File: src/logic/dbm_pkg.sv
package dbm_pkg;
	localparam int CLK_PERIOD_NS = 5;
	localparam int RCLK_HALF_NS = 40;
	localparam int RCLK_HALF_CYC = (RCLK_HALF_NS + CLK_PERIOD_NS - 1) / CLK_PERIOD_NS;
	localparam int BANK_BUSY_NS = 20;
	localparam int BANK_BUSY_CYC = (BANK_BUSY_NS + CLK_PERIOD_NS - 1) / CLK_PERIOD_NS;
	localparam int BANKS = 8;
	localparam int BANK_W = 3;
	localparam int ADDR_W = 6;
	localparam int COL_W = 3;
	localparam int ROW_W = ADDR_W - COL_W;
	localparam int DATA_W = 9;
	localparam int RFIFO_DEPTH = 32;
	localparam int CNT_W = 4;
	localparam int BURST_FIELD_LSB = 0;
	localparam logic [1:0] BURST_CODE_2 = 2'h0;
	localparam logic [1:0] BURST_CODE_4 = 2'h1;
	localparam logic [1:0] BURST_CODE_8 = 2'h2;
	localparam logic [1:0] BURST_CODE_BAD = 2'h3;
	localparam logic [1:0] BURST_CODE_RST = BURST_CODE_2;
	localparam logic [CNT_W-1:0] BUSY_LOAD = CNT_W'(BANK_BUSY_CYC);
	localparam logic [CNT_W-1:0] RCLK_LOAD = CNT_W'(RCLK_HALF_CYC - 1);

	typedef struct packed {
		logic cs_n;
		logic we_n;
		logic ref_n;
		logic [BANK_W-1:0] bank;
		logic [ADDR_W-1:0] addr;
	} dbm_cmd_t;

	typedef struct packed {
		logic [DATA_W-1:0] data;
		logic mask;
	} dbm_wword_t;

	typedef enum logic [1:0] {
		DBM_IDLE = 2'h1,
		DBM_BURST = 2'h2
	} dbm_eng_t;

	function automatic logic [CNT_W-1:0] burst_words(input logic [1:0] code);
		case (code)
			BURST_CODE_4: burst_words = 4'h4;
			BURST_CODE_8: burst_words = 4'h8;
			default: burst_words = 4'h2;
		endcase
	endfunction : burst_words

	// column wraps inside the aligned burst block
	function automatic logic [ADDR_W-1:0] burst_addr(input logic [ADDR_W-1:0] base,
		input logic [COL_W-1:0] idx, input logic [1:0] code);
		logic [COL_W-1:0] wrap;
		logic [COL_W-1:0] col;
		wrap = COL_W'(burst_words(code) - 4'h1);
		col = base[COL_W-1:0] + idx;
		burst_addr = {base[ADDR_W-1:COL_W], (base[COL_W-1:0] & ~wrap) | (col & wrap)};
	endfunction : burst_addr
endpackage : dbm_pkg

File: src/logic/dbm_fifo.sv
`timescale 1ns/1ps
module dbm_fifo #(
	parameter int WIDTH = 9,
	parameter int DEPTH = 32
) (
	input wire logic clock,
	input wire logic nrst,
	input wire logic in_valid,
	output logic in_ready,
	input wire logic [WIDTH-1:0] in_data,
	output logic out_valid,
	input wire logic out_ready,
	output logic [WIDTH-1:0] out_data
);
	// depth must be a power of two: pointers wrap naturally
	localparam int AW = $clog2(DEPTH);
	localparam logic [AW:0] FULL = (AW + 1)'(DEPTH);
	logic [WIDTH-1:0] store [DEPTH];
	logic [AW-1:0] wr_ptr;
	logic [AW-1:0] rd_ptr;
	logic [AW:0] count;
	wire push = in_valid && in_ready;
	wire pop = out_valid && out_ready;

	assign in_ready = count != FULL;
	assign out_valid = count != '0;
	assign out_data = store[rd_ptr];

	always_ff @(posedge clock)
	begin
		if (!nrst)
		begin
			wr_ptr <= '0;
			rd_ptr <= '0;
			count <= '0;
		end
		else
		begin
			wr_ptr <= wr_ptr + AW'(push);
			rd_ptr <= rd_ptr + AW'(pop);
			count <= count + (AW + 1)'(push) - (AW + 1)'(pop);
		end
	end

	always_ff @(posedge clock)
	begin
		if (push)
			store[wr_ptr] <= in_data;
	end
endmodule : dbm_fifo

File: src/logic/dbm_sync2.sv
`timescale 1ns/1ps
module dbm_sync2 #(
	parameter int WIDTH = 1
) (
	input wire logic clock,
	input wire logic nrst,
	input wire logic [WIDTH-1:0] d,
	output logic [WIDTH-1:0] q
);
	logic [WIDTH-1:0] meta;

	always_ff @(posedge clock)
	begin
		if (!nrst)
		begin
			meta <= '0;
			q <= '0;
		end
		else
		begin
			meta <= d;
			q <= meta;
		end
	end
endmodule : dbm_sync2

File: src/logic/dbm_top.sv
`timescale 1ns/1ps
module dbm_top (
	input wire logic clock,
	input wire logic nrst,
	input wire logic command_clock_pair,
	input wire dbm_pkg::dbm_cmd_t cmd,
	input wire logic write_data_clock,
	input wire logic [dbm_pkg::DATA_W-1:0] dq_in,
	input wire logic write_byte_mask,
	output logic read_data_clock,
	output logic [dbm_pkg::DATA_W-1:0] dq_out,
	output logic dq_oe,
	output logic read_valid_flag,
	output logic bank_conflict,
	output logic [dbm_pkg::BANK_W-1:0] refresh_bank,
	output logic [dbm_pkg::ROW_W-1:0] refresh_row
);
	localparam int CMD_W = $bits(dbm_pkg::dbm_cmd_t);
	localparam int WW_W = $bits(dbm_pkg::dbm_wword_t);
	localparam int MEM_AW = dbm_pkg::BANK_W + dbm_pkg::ADDR_W;

	logic [CMD_W:0] csync;
	logic [WW_W:0] wsync;
	dbm_pkg::dbm_cmd_t cmd_s;
	dbm_pkg::dbm_wword_t wword_s;
	logic cclk_s;
	logic cclk_d;
	logic wclk_s;
	logic wclk_d;
	logic [1:0] burst_code;
	logic [dbm_pkg::CNT_W-1:0] bank_busy [dbm_pkg::BANKS];
	logic [dbm_pkg::ROW_W-1:0] ref_rows [dbm_pkg::BANKS];
	logic [dbm_pkg::DATA_W-1:0] mem [1 << MEM_AW];
	dbm_pkg::dbm_eng_t rd_state;
	dbm_pkg::dbm_eng_t next_rd_state;
	dbm_pkg::dbm_eng_t wr_state;
	dbm_pkg::dbm_eng_t next_wr_state;
	logic [dbm_pkg::BANK_W-1:0] rd_bank;
	logic [dbm_pkg::ADDR_W-1:0] rd_addr;
	logic [dbm_pkg::COL_W-1:0] rd_idx;
	logic [dbm_pkg::CNT_W-1:0] rd_left;
	logic [1:0] rd_code;
	logic [dbm_pkg::BANK_W-1:0] wr_bank;
	logic [dbm_pkg::ADDR_W-1:0] wr_addr;
	logic [dbm_pkg::COL_W-1:0] wr_idx;
	logic [dbm_pkg::CNT_W-1:0] wr_left;
	logic [1:0] wr_code;
	logic [dbm_pkg::CNT_W-1:0] rclk_cnt;
	logic push_ready;
	logic fifo_valid;
	logic [dbm_pkg::DATA_W-1:0] fifo_data;

	// pins and both link clocks cross in through two flops before any use
	dbm_sync2 #(.WIDTH(CMD_W + 1)) u_cmd_sync (
		.clock(clock),
		.nrst(nrst),
		.d({command_clock_pair, cmd}),
		.q(csync)
	);

	dbm_sync2 #(.WIDTH(WW_W + 1)) u_wr_sync (
		.clock(clock),
		.nrst(nrst),
		.d({write_data_clock, dq_in, write_byte_mask}),
		.q(wsync)
	);

	assign cclk_s = csync[CMD_W];
	assign cmd_s = dbm_pkg::dbm_cmd_t'(csync[CMD_W-1:0]);
	assign wclk_s = wsync[WW_W];
	assign wword_s = dbm_pkg::dbm_wword_t'(wsync[WW_W-1:0]);

	always_ff @(posedge clock)
	begin
		if (!nrst)
		begin
			cclk_d <= 1'b0;
			wclk_d <= 1'b0;
		end
		else
		begin
			cclk_d <= cclk_s;
			wclk_d <= wclk_s;
		end
	end

	// command decode, rising edge of the command clock only
	wire cmd_take = cclk_s && !cclk_d;
	wire wr_edge = wclk_s ^ wclk_d;
	wire sel = cmd_take && !cmd_s.cs_n;
	wire is_mode = sel && !cmd_s.we_n && !cmd_s.ref_n;
	wire is_wr = sel && !cmd_s.we_n && cmd_s.ref_n;
	wire is_ref = sel && cmd_s.we_n && !cmd_s.ref_n;
	wire is_rd = sel && cmd_s.we_n && cmd_s.ref_n;
	wire [1:0] mode_field = cmd_s.addr[dbm_pkg::BURST_FIELD_LSB +: 2];
	wire mode_ok = is_mode && mode_field != dbm_pkg::BURST_CODE_BAD;
	wire bank_free = bank_busy[cmd_s.bank] == '0;
	wire rd_go = is_rd && bank_free && rd_state == dbm_pkg::DBM_IDLE;
	wire wr_go = is_wr && bank_free && wr_state == dbm_pkg::DBM_IDLE;
	wire ref_go = is_ref && bank_free;
	wire start_any = rd_go || wr_go || ref_go;
	wire refuse = (is_rd || is_wr || is_ref) && !start_any;
	wire [dbm_pkg::CNT_W-1:0] burst_now = dbm_pkg::burst_words(burst_code);

	// read engine feeds the fifo one word a cycle; a full fifo stalls it
	wire push_valid = rd_state == dbm_pkg::DBM_BURST;
	wire rd_step = push_valid && push_ready;
	wire rd_last = rd_step && rd_left == 4'h1;
	wire [MEM_AW-1:0] rd_maddr = {rd_bank, dbm_pkg::burst_addr(rd_addr, rd_idx, rd_code)};
	wire [dbm_pkg::DATA_W-1:0] push_data = mem[rd_maddr];

	// write engine takes one word per write clock edge
	wire wr_step = wr_state == dbm_pkg::DBM_BURST && wr_edge;
	wire wr_last = wr_step && wr_left == 4'h1;
	wire mem_we = wr_step && !wword_s.mask;
	wire [MEM_AW-1:0] wr_maddr = {wr_bank, dbm_pkg::burst_addr(wr_addr, wr_idx, wr_code)};

	wire rclk_tick = rclk_cnt == '0;

	// mode register: an unsupported code leaves the old length in place
	always_ff @(posedge clock)
	begin
		if (!nrst)
			burst_code <= dbm_pkg::BURST_CODE_RST;
		else if (mode_ok)
			burst_code <= mode_field;
	end

	always_ff @(posedge clock)
	begin
		for (int b = 0; b < dbm_pkg::BANKS; b++)
		begin
			if (!nrst)
			begin
				bank_busy[b] <= '0;
				ref_rows[b] <= '0;
			end
			else
			begin
				if (start_any && cmd_s.bank == (dbm_pkg::BANK_W)'(b))
					bank_busy[b] <= dbm_pkg::BUSY_LOAD;
				else if (bank_busy[b] != '0)
					bank_busy[b] <= bank_busy[b] - 4'h1;
				if (ref_go && cmd_s.bank == (dbm_pkg::BANK_W)'(b))
					ref_rows[b] <= ref_rows[b] + 3'h1;
			end
		end
	end

	always_ff @(posedge clock)
	begin
		if (!nrst)
		begin
			bank_conflict <= 1'b0;
			refresh_bank <= '0;
			refresh_row <= '0;
		end
		else
		begin
			bank_conflict <= refuse;
			if (ref_go)
			begin
				refresh_bank <= cmd_s.bank;
				refresh_row <= ref_rows[cmd_s.bank];
			end
		end
	end

	always_comb
	begin
		case (rd_state)
			dbm_pkg::DBM_IDLE: next_rd_state = rd_go ? dbm_pkg::DBM_BURST : dbm_pkg::DBM_IDLE;
			dbm_pkg::DBM_BURST: next_rd_state = rd_last ? dbm_pkg::DBM_IDLE : dbm_pkg::DBM_BURST;
			default: next_rd_state = dbm_pkg::DBM_IDLE;
		endcase
		case (wr_state)
			dbm_pkg::DBM_IDLE: next_wr_state = wr_go ? dbm_pkg::DBM_BURST : dbm_pkg::DBM_IDLE;
			dbm_pkg::DBM_BURST: next_wr_state = wr_last ? dbm_pkg::DBM_IDLE : dbm_pkg::DBM_BURST;
			default: next_wr_state = dbm_pkg::DBM_IDLE;
		endcase
	end

	always_ff @(posedge clock)
	begin
		if (!nrst)
		begin
			rd_state <= dbm_pkg::DBM_IDLE;
			rd_bank <= '0;
			rd_addr <= '0;
			rd_idx <= '0;
			rd_left <= '0;
			rd_code <= dbm_pkg::BURST_CODE_RST;
		end
		else
		begin
			rd_state <= next_rd_state;
			if (rd_go)
			begin
				rd_bank <= cmd_s.bank;
				rd_addr <= cmd_s.addr;
				rd_idx <= '0;
				rd_left <= burst_now;
				rd_code <= burst_code;
			end
			else if (rd_step)
			begin
				rd_idx <= rd_idx + 3'h1;
				rd_left <= rd_left - 4'h1;
			end
		end
	end

	always_ff @(posedge clock)
	begin
		if (!nrst)
		begin
			wr_state <= dbm_pkg::DBM_IDLE;
			wr_bank <= '0;
			wr_addr <= '0;
			wr_idx <= '0;
			wr_left <= '0;
			wr_code <= dbm_pkg::BURST_CODE_RST;
		end
		else
		begin
			wr_state <= next_wr_state;
			if (wr_go)
			begin
				wr_bank <= cmd_s.bank;
				wr_addr <= cmd_s.addr;
				wr_idx <= '0;
				wr_left <= burst_now;
				wr_code <= burst_code;
			end
			else if (wr_step)
			begin
				wr_idx <= wr_idx + 3'h1;
				wr_left <= wr_left - 4'h1;
			end
		end
	end

	// storage carries no reset; contents are undefined until written
	always_ff @(posedge clock)
	begin
		if (mem_we)
			mem[wr_maddr] <= wword_s.data;
	end

	dbm_fifo #(.WIDTH(dbm_pkg::DATA_W), .DEPTH(dbm_pkg::RFIFO_DEPTH)) u_rd_fifo (
		.clock(clock),
		.nrst(nrst),
		.in_valid(push_valid),
		.in_ready(push_ready),
		.in_data(push_data),
		.out_valid(fifo_valid),
		.out_ready(rclk_tick),
		.out_data(fifo_data)
	);

	// read clock runs free; a word leaves on each of its edges, so two per period
	always_ff @(posedge clock)
	begin
		if (!nrst)
		begin
			rclk_cnt <= dbm_pkg::RCLK_LOAD;
			read_data_clock <= 1'b0;
			read_valid_flag <= 1'b0;
			dq_oe <= 1'b0;
			dq_out <= '0;
		end
		else
		begin
			rclk_cnt <= rclk_tick ? dbm_pkg::RCLK_LOAD : rclk_cnt - 4'h1;
			read_data_clock <= read_data_clock ^ rclk_tick;
			if (rclk_tick)
			begin
				read_valid_flag <= fifo_valid;
				dq_oe <= fifo_valid;
				if (fifo_valid)
					dq_out <= fifo_data;
			end
		end
	end
endmodule : dbm_top

File: config.mk
export PLATFORM = sky130hd
export DESIGN_NAME = dbm_top
export DESIGN_NICKNAME = d
export VERILOG_FILES = /design/src/logic/dbm_pkg.sv /design/src/logic/dbm_fifo.sv /design/src/logic/dbm_sync2.sv /design/src/logic/dbm_top.sv
export SDC_FILE = /design/constraint.sdc
export NUM_CORES = 2
export LEC_CHECK = 0
export BUFFER_PORTS_ARGS = -buffer_cell sky130_fd_sc_hd__buf_2
export CAP_MARGIN = 15
export CORE_MARGIN = 10
export CORE_UTILIZATION = 40
export DETAILED_ROUTE_END_ITERATION = 6
export HOLD_SLACK_MARGIN = 0.02
export PLACE_DENSITY = 0.56
export SETUP_SLACK_MARGIN = 0.5
export SYNTH_ARGS = -nofsm -noshare
export SYNTH_HDL_FRONTEND = slang
export SYNTH_HIERARCHICAL = 1
export SYNTH_MEMORY_MAX_BITS = 65536
export SYNTH_SLANG_ARGS = --single-unit
File: constraint.sdc
create_clock -name clock -period 10.9 [get_ports clock]
set_clock_uncertainty 0.1 [all_clocks]
set_input_delay 1.09 -clock clock [delete_from_list [all_inputs] [get_ports clock]]
set_output_delay 1.09 -clock clock [all_outputs]
set_load 0.05 [all_outputs]
==> impl_metrics.json <==
{
  "status": "completed",
  "finalNetCount": 10980,
  "final_max_slew_viol_count": 0,
  "cts_made_buffers": 545,
  "row_count": 259,
  "worstSetupStartpointType": "flop",
  "cp_max_fo": 54,
  "cp_cell_sequence": "ha_4 -> inv_1 -> fa_1 -> nor2b_1 -> nor2_4 -> buf_4 -> buf_4 -> mux4_2 -> mux2i_1 -> a32o_1 -> a2111oi_0 -> o22ai_1 -> nand4_1 -> buf_4",
  "timing.hold.ws_ns": 0.123,
  "synth.avg_cell_area_um2": 18.8,
  "slowest_stage": "a2111oi_0",
  "crit_top_cell": "buf_4",
  "ys.flop_type": "edfxtp_1",
  "grt_pass1_vias": 107160,
  "netlist_area_um2": 200000,
  "start_util": 0.402,
  "worst_pin_slew_ns": 1.36,
  "detailed_place.area_um2": 208000,
  "postSynth.asyncResetShare": 0,
  "drt_first_pass_iters": 6,
  "slew_headroom": 0.0822,
  "drv_cap": 0,
  "yosysSeqAreaShare": 0.755,
  "hold_buffers": 0,
  "area_growth_pct": 12.5,
  "die_h_um": 728,
  "dpl.cell_count": 16990,
  "cts_resized": 0,
  "grt_pass1_wl_um": 838000,
  "wl_um": 594000,
  "fin_crit_sh": 0.658,
  "ant_nets": 0,
  "endpoint_kind": "flop",
  "antenna_found_initial": 40,
  "tns_ns": 0,
  "synth_nets": 10758,
  "syn_inst": 10683,
  "grt_max_degree": 207,
  "drive_above_1_share": 0.203,
  "root_buffer": "clkbuf_16",
  "track_usage": 0.218,
  "drc_errors": 0,
  "synth_top_area_frac": 0.742,
  "p_leak_nw": 69.2,
  "cp.required_ns": 11.65,
  "io_buffers": 44,
  "dp_hpwl_um": 349000,
  "cts_sinks": 5082,
  "grt_setup_unrepaired": "false",
  "drt_iter0_drc": 14166,
  "slowest_delay_ns": 1.03,
  "grtUsageMet3": 0.0439,
  "setup_viol": 0,
  "dieArea_um2": 530000,
  "fill_cells": 42355,
  "vdd_drop_max_v": 0.000181,
  "design_area_um2": 225000,
  "top_usage_layer": "met2",
  "wl_per_cell_um": 33.0,
  "fin_cells": 17990,
  "vias": 107716,
  "cts_tree": "done",
  "yosys-top-cells-count": "edfxtp_1 (4952), nand2_1 (1175), mux4_2 (1070)",
  "use_met2": 0.342,
  "crit_arrival_ns": 7.92,
  "die_w_um": 728,
  "cts_buffer_depth": 4,
  "hold_class": "in -> reg",
  "place.gp.congestion": 0.845,
  "yosysTopAreaCell": "edfxtp_1",
  "clk-insertion-delay-late_ns": 1.07,
  "h-tree-depth": 6,
  "use_met1": 0.302,
  "synth_area_leaders": "edfxtp_1 (74%), mux4_2 (12%), nand2_1 (2.2%)",
  "clk_pin_slew_ns": 0.06,
  "synth_edf_count": 4952,
  "synth_most_common_cell": "edfxtp_1",
  "p_per_area_nw_per_um2": 176,
  "min_from": "write_data_clock",
  "core_area_um2": 498000,
  "synth-seq-cells": 5082,
  "fin_crit_ns": 7.17,
  "yosysUniqueCellTypes": 94,
  "startpoint": "rd_idx[0]",
  "hold_violations": 0,
  "final_core_utilization": 0.452,
  "postCtsSetupBuffers": 0,
  "critical_path_class": "reg -> reg",
  "fmax_mhz": 139,
  "r2r_start": "rd_idx[0]",
  "io_pins": 45,
  "routed_via_density": 5.99,
  "synth_warnings": 6,
  "overflow": 0
}
## critical path: cells and delay by family, from the launching register on
family | cells | cell delay [ns]
AND/OR/NAND/NOR | 3 | 1.43
AO/OA/AOI/OAI | 3 | 2.04
adder cells (fa/ha/maj) | 2 | 0.63
multiplexers | 2 | 0.45
flip-flops | 1 | 0.41
buffers and inverters | 4 | 1.77
## layout make-up
class / count / area, um2 / area share
Antenna cell: 23 / 57.6 / 0.000255
Clock buffer: 706 / 14700 / 0.0652
Sequential cell: 5082 / 151000 / 0.671
Tap cell: 6655 / 8330 / 0.0369
Inverter: 65 / 248 / 0.00110
Timing Repair Buffer: 343 / 2990 / 0.0132
Clock inverter: 248 / 2090 / 0.00925
Multi-Input combinational cell: 4868 / 45700 / 0.203
## layer usage
layer | wire length [um] | part of all wire
met5 | 119 | 0.00020
met4 | 27500 | 0.046
met3 | 55600 | 0.094
met2 | 276000 | 0.46
met1 | 235000 | 0.40
## report_power, final
group          total (mW)  switching, mW  leakage [nW]  internal, mW
Combinational       0.501          0.374          14.2         0.127
Sequential           21.5         0.0825          46.8          21.4
Clock                17.7           7.62          8.20          10.1
## path summary, 6_finish.rpt
kind | to | cells after the start | slack [ns]
hold / removal | u_wr_sync/meta[10] | 2 | 0.12
setup / recovery | u_rd_fifo/store[7][4] | 14 | 3.73
hold reg to reg | rclk_cnt[0] | 1 | 0.32
setup reg to reg | u_rd_fifo/store[7][4] | 14 | 3.73
## logic make-up after synthesis
family,Yosys count,share of synthesized area
compound gates,833,0.0293
fa+ha+maj,49,0.00317
buf+inv,733,0.0193
mux,1372,0.136
xor+xnor,37,0.00162
flops,5082,0.755
simple gates,2577,0.0554
## flip-flops by register name (all words and copies together), names as in the netlist, 5 cells and up
name,count
bank_busy,32
dq_out,9
mem,4608
rd_addr,6
ref_rows,24
u_cmd_sync/meta,13
u_cmd_sync/q,13
u_rd_fifo/count,6
u_rd_fifo/rd_ptr,5
u_rd_fifo/store,288
u_rd_fifo/wr_ptr,5
u_wr_sync/meta,11
u_wr_sync/q,11
wr_addr,6
## stage by stage
stage	power (mW)	setup WS, ns
detailed placement	22.4	3.88
CTS	40.0	3.79
floorplan	22.3	2.80
finish	39.7	3.73
global placement	22.4	2.56
global route	40.8	3.80
## cells in the final DEF (no fill, tap or decap), drive strengths merged, types with 156 or more instances in the layout
cell,count
a21oi,156
nor2,714
clkinv,198
mux2i,278
nand3,294
nand2,1176
clkbuf,707
edfxtp,4952
mux4,1075
buf,342
Note: power is estimated with default switching activity, not from simulation.
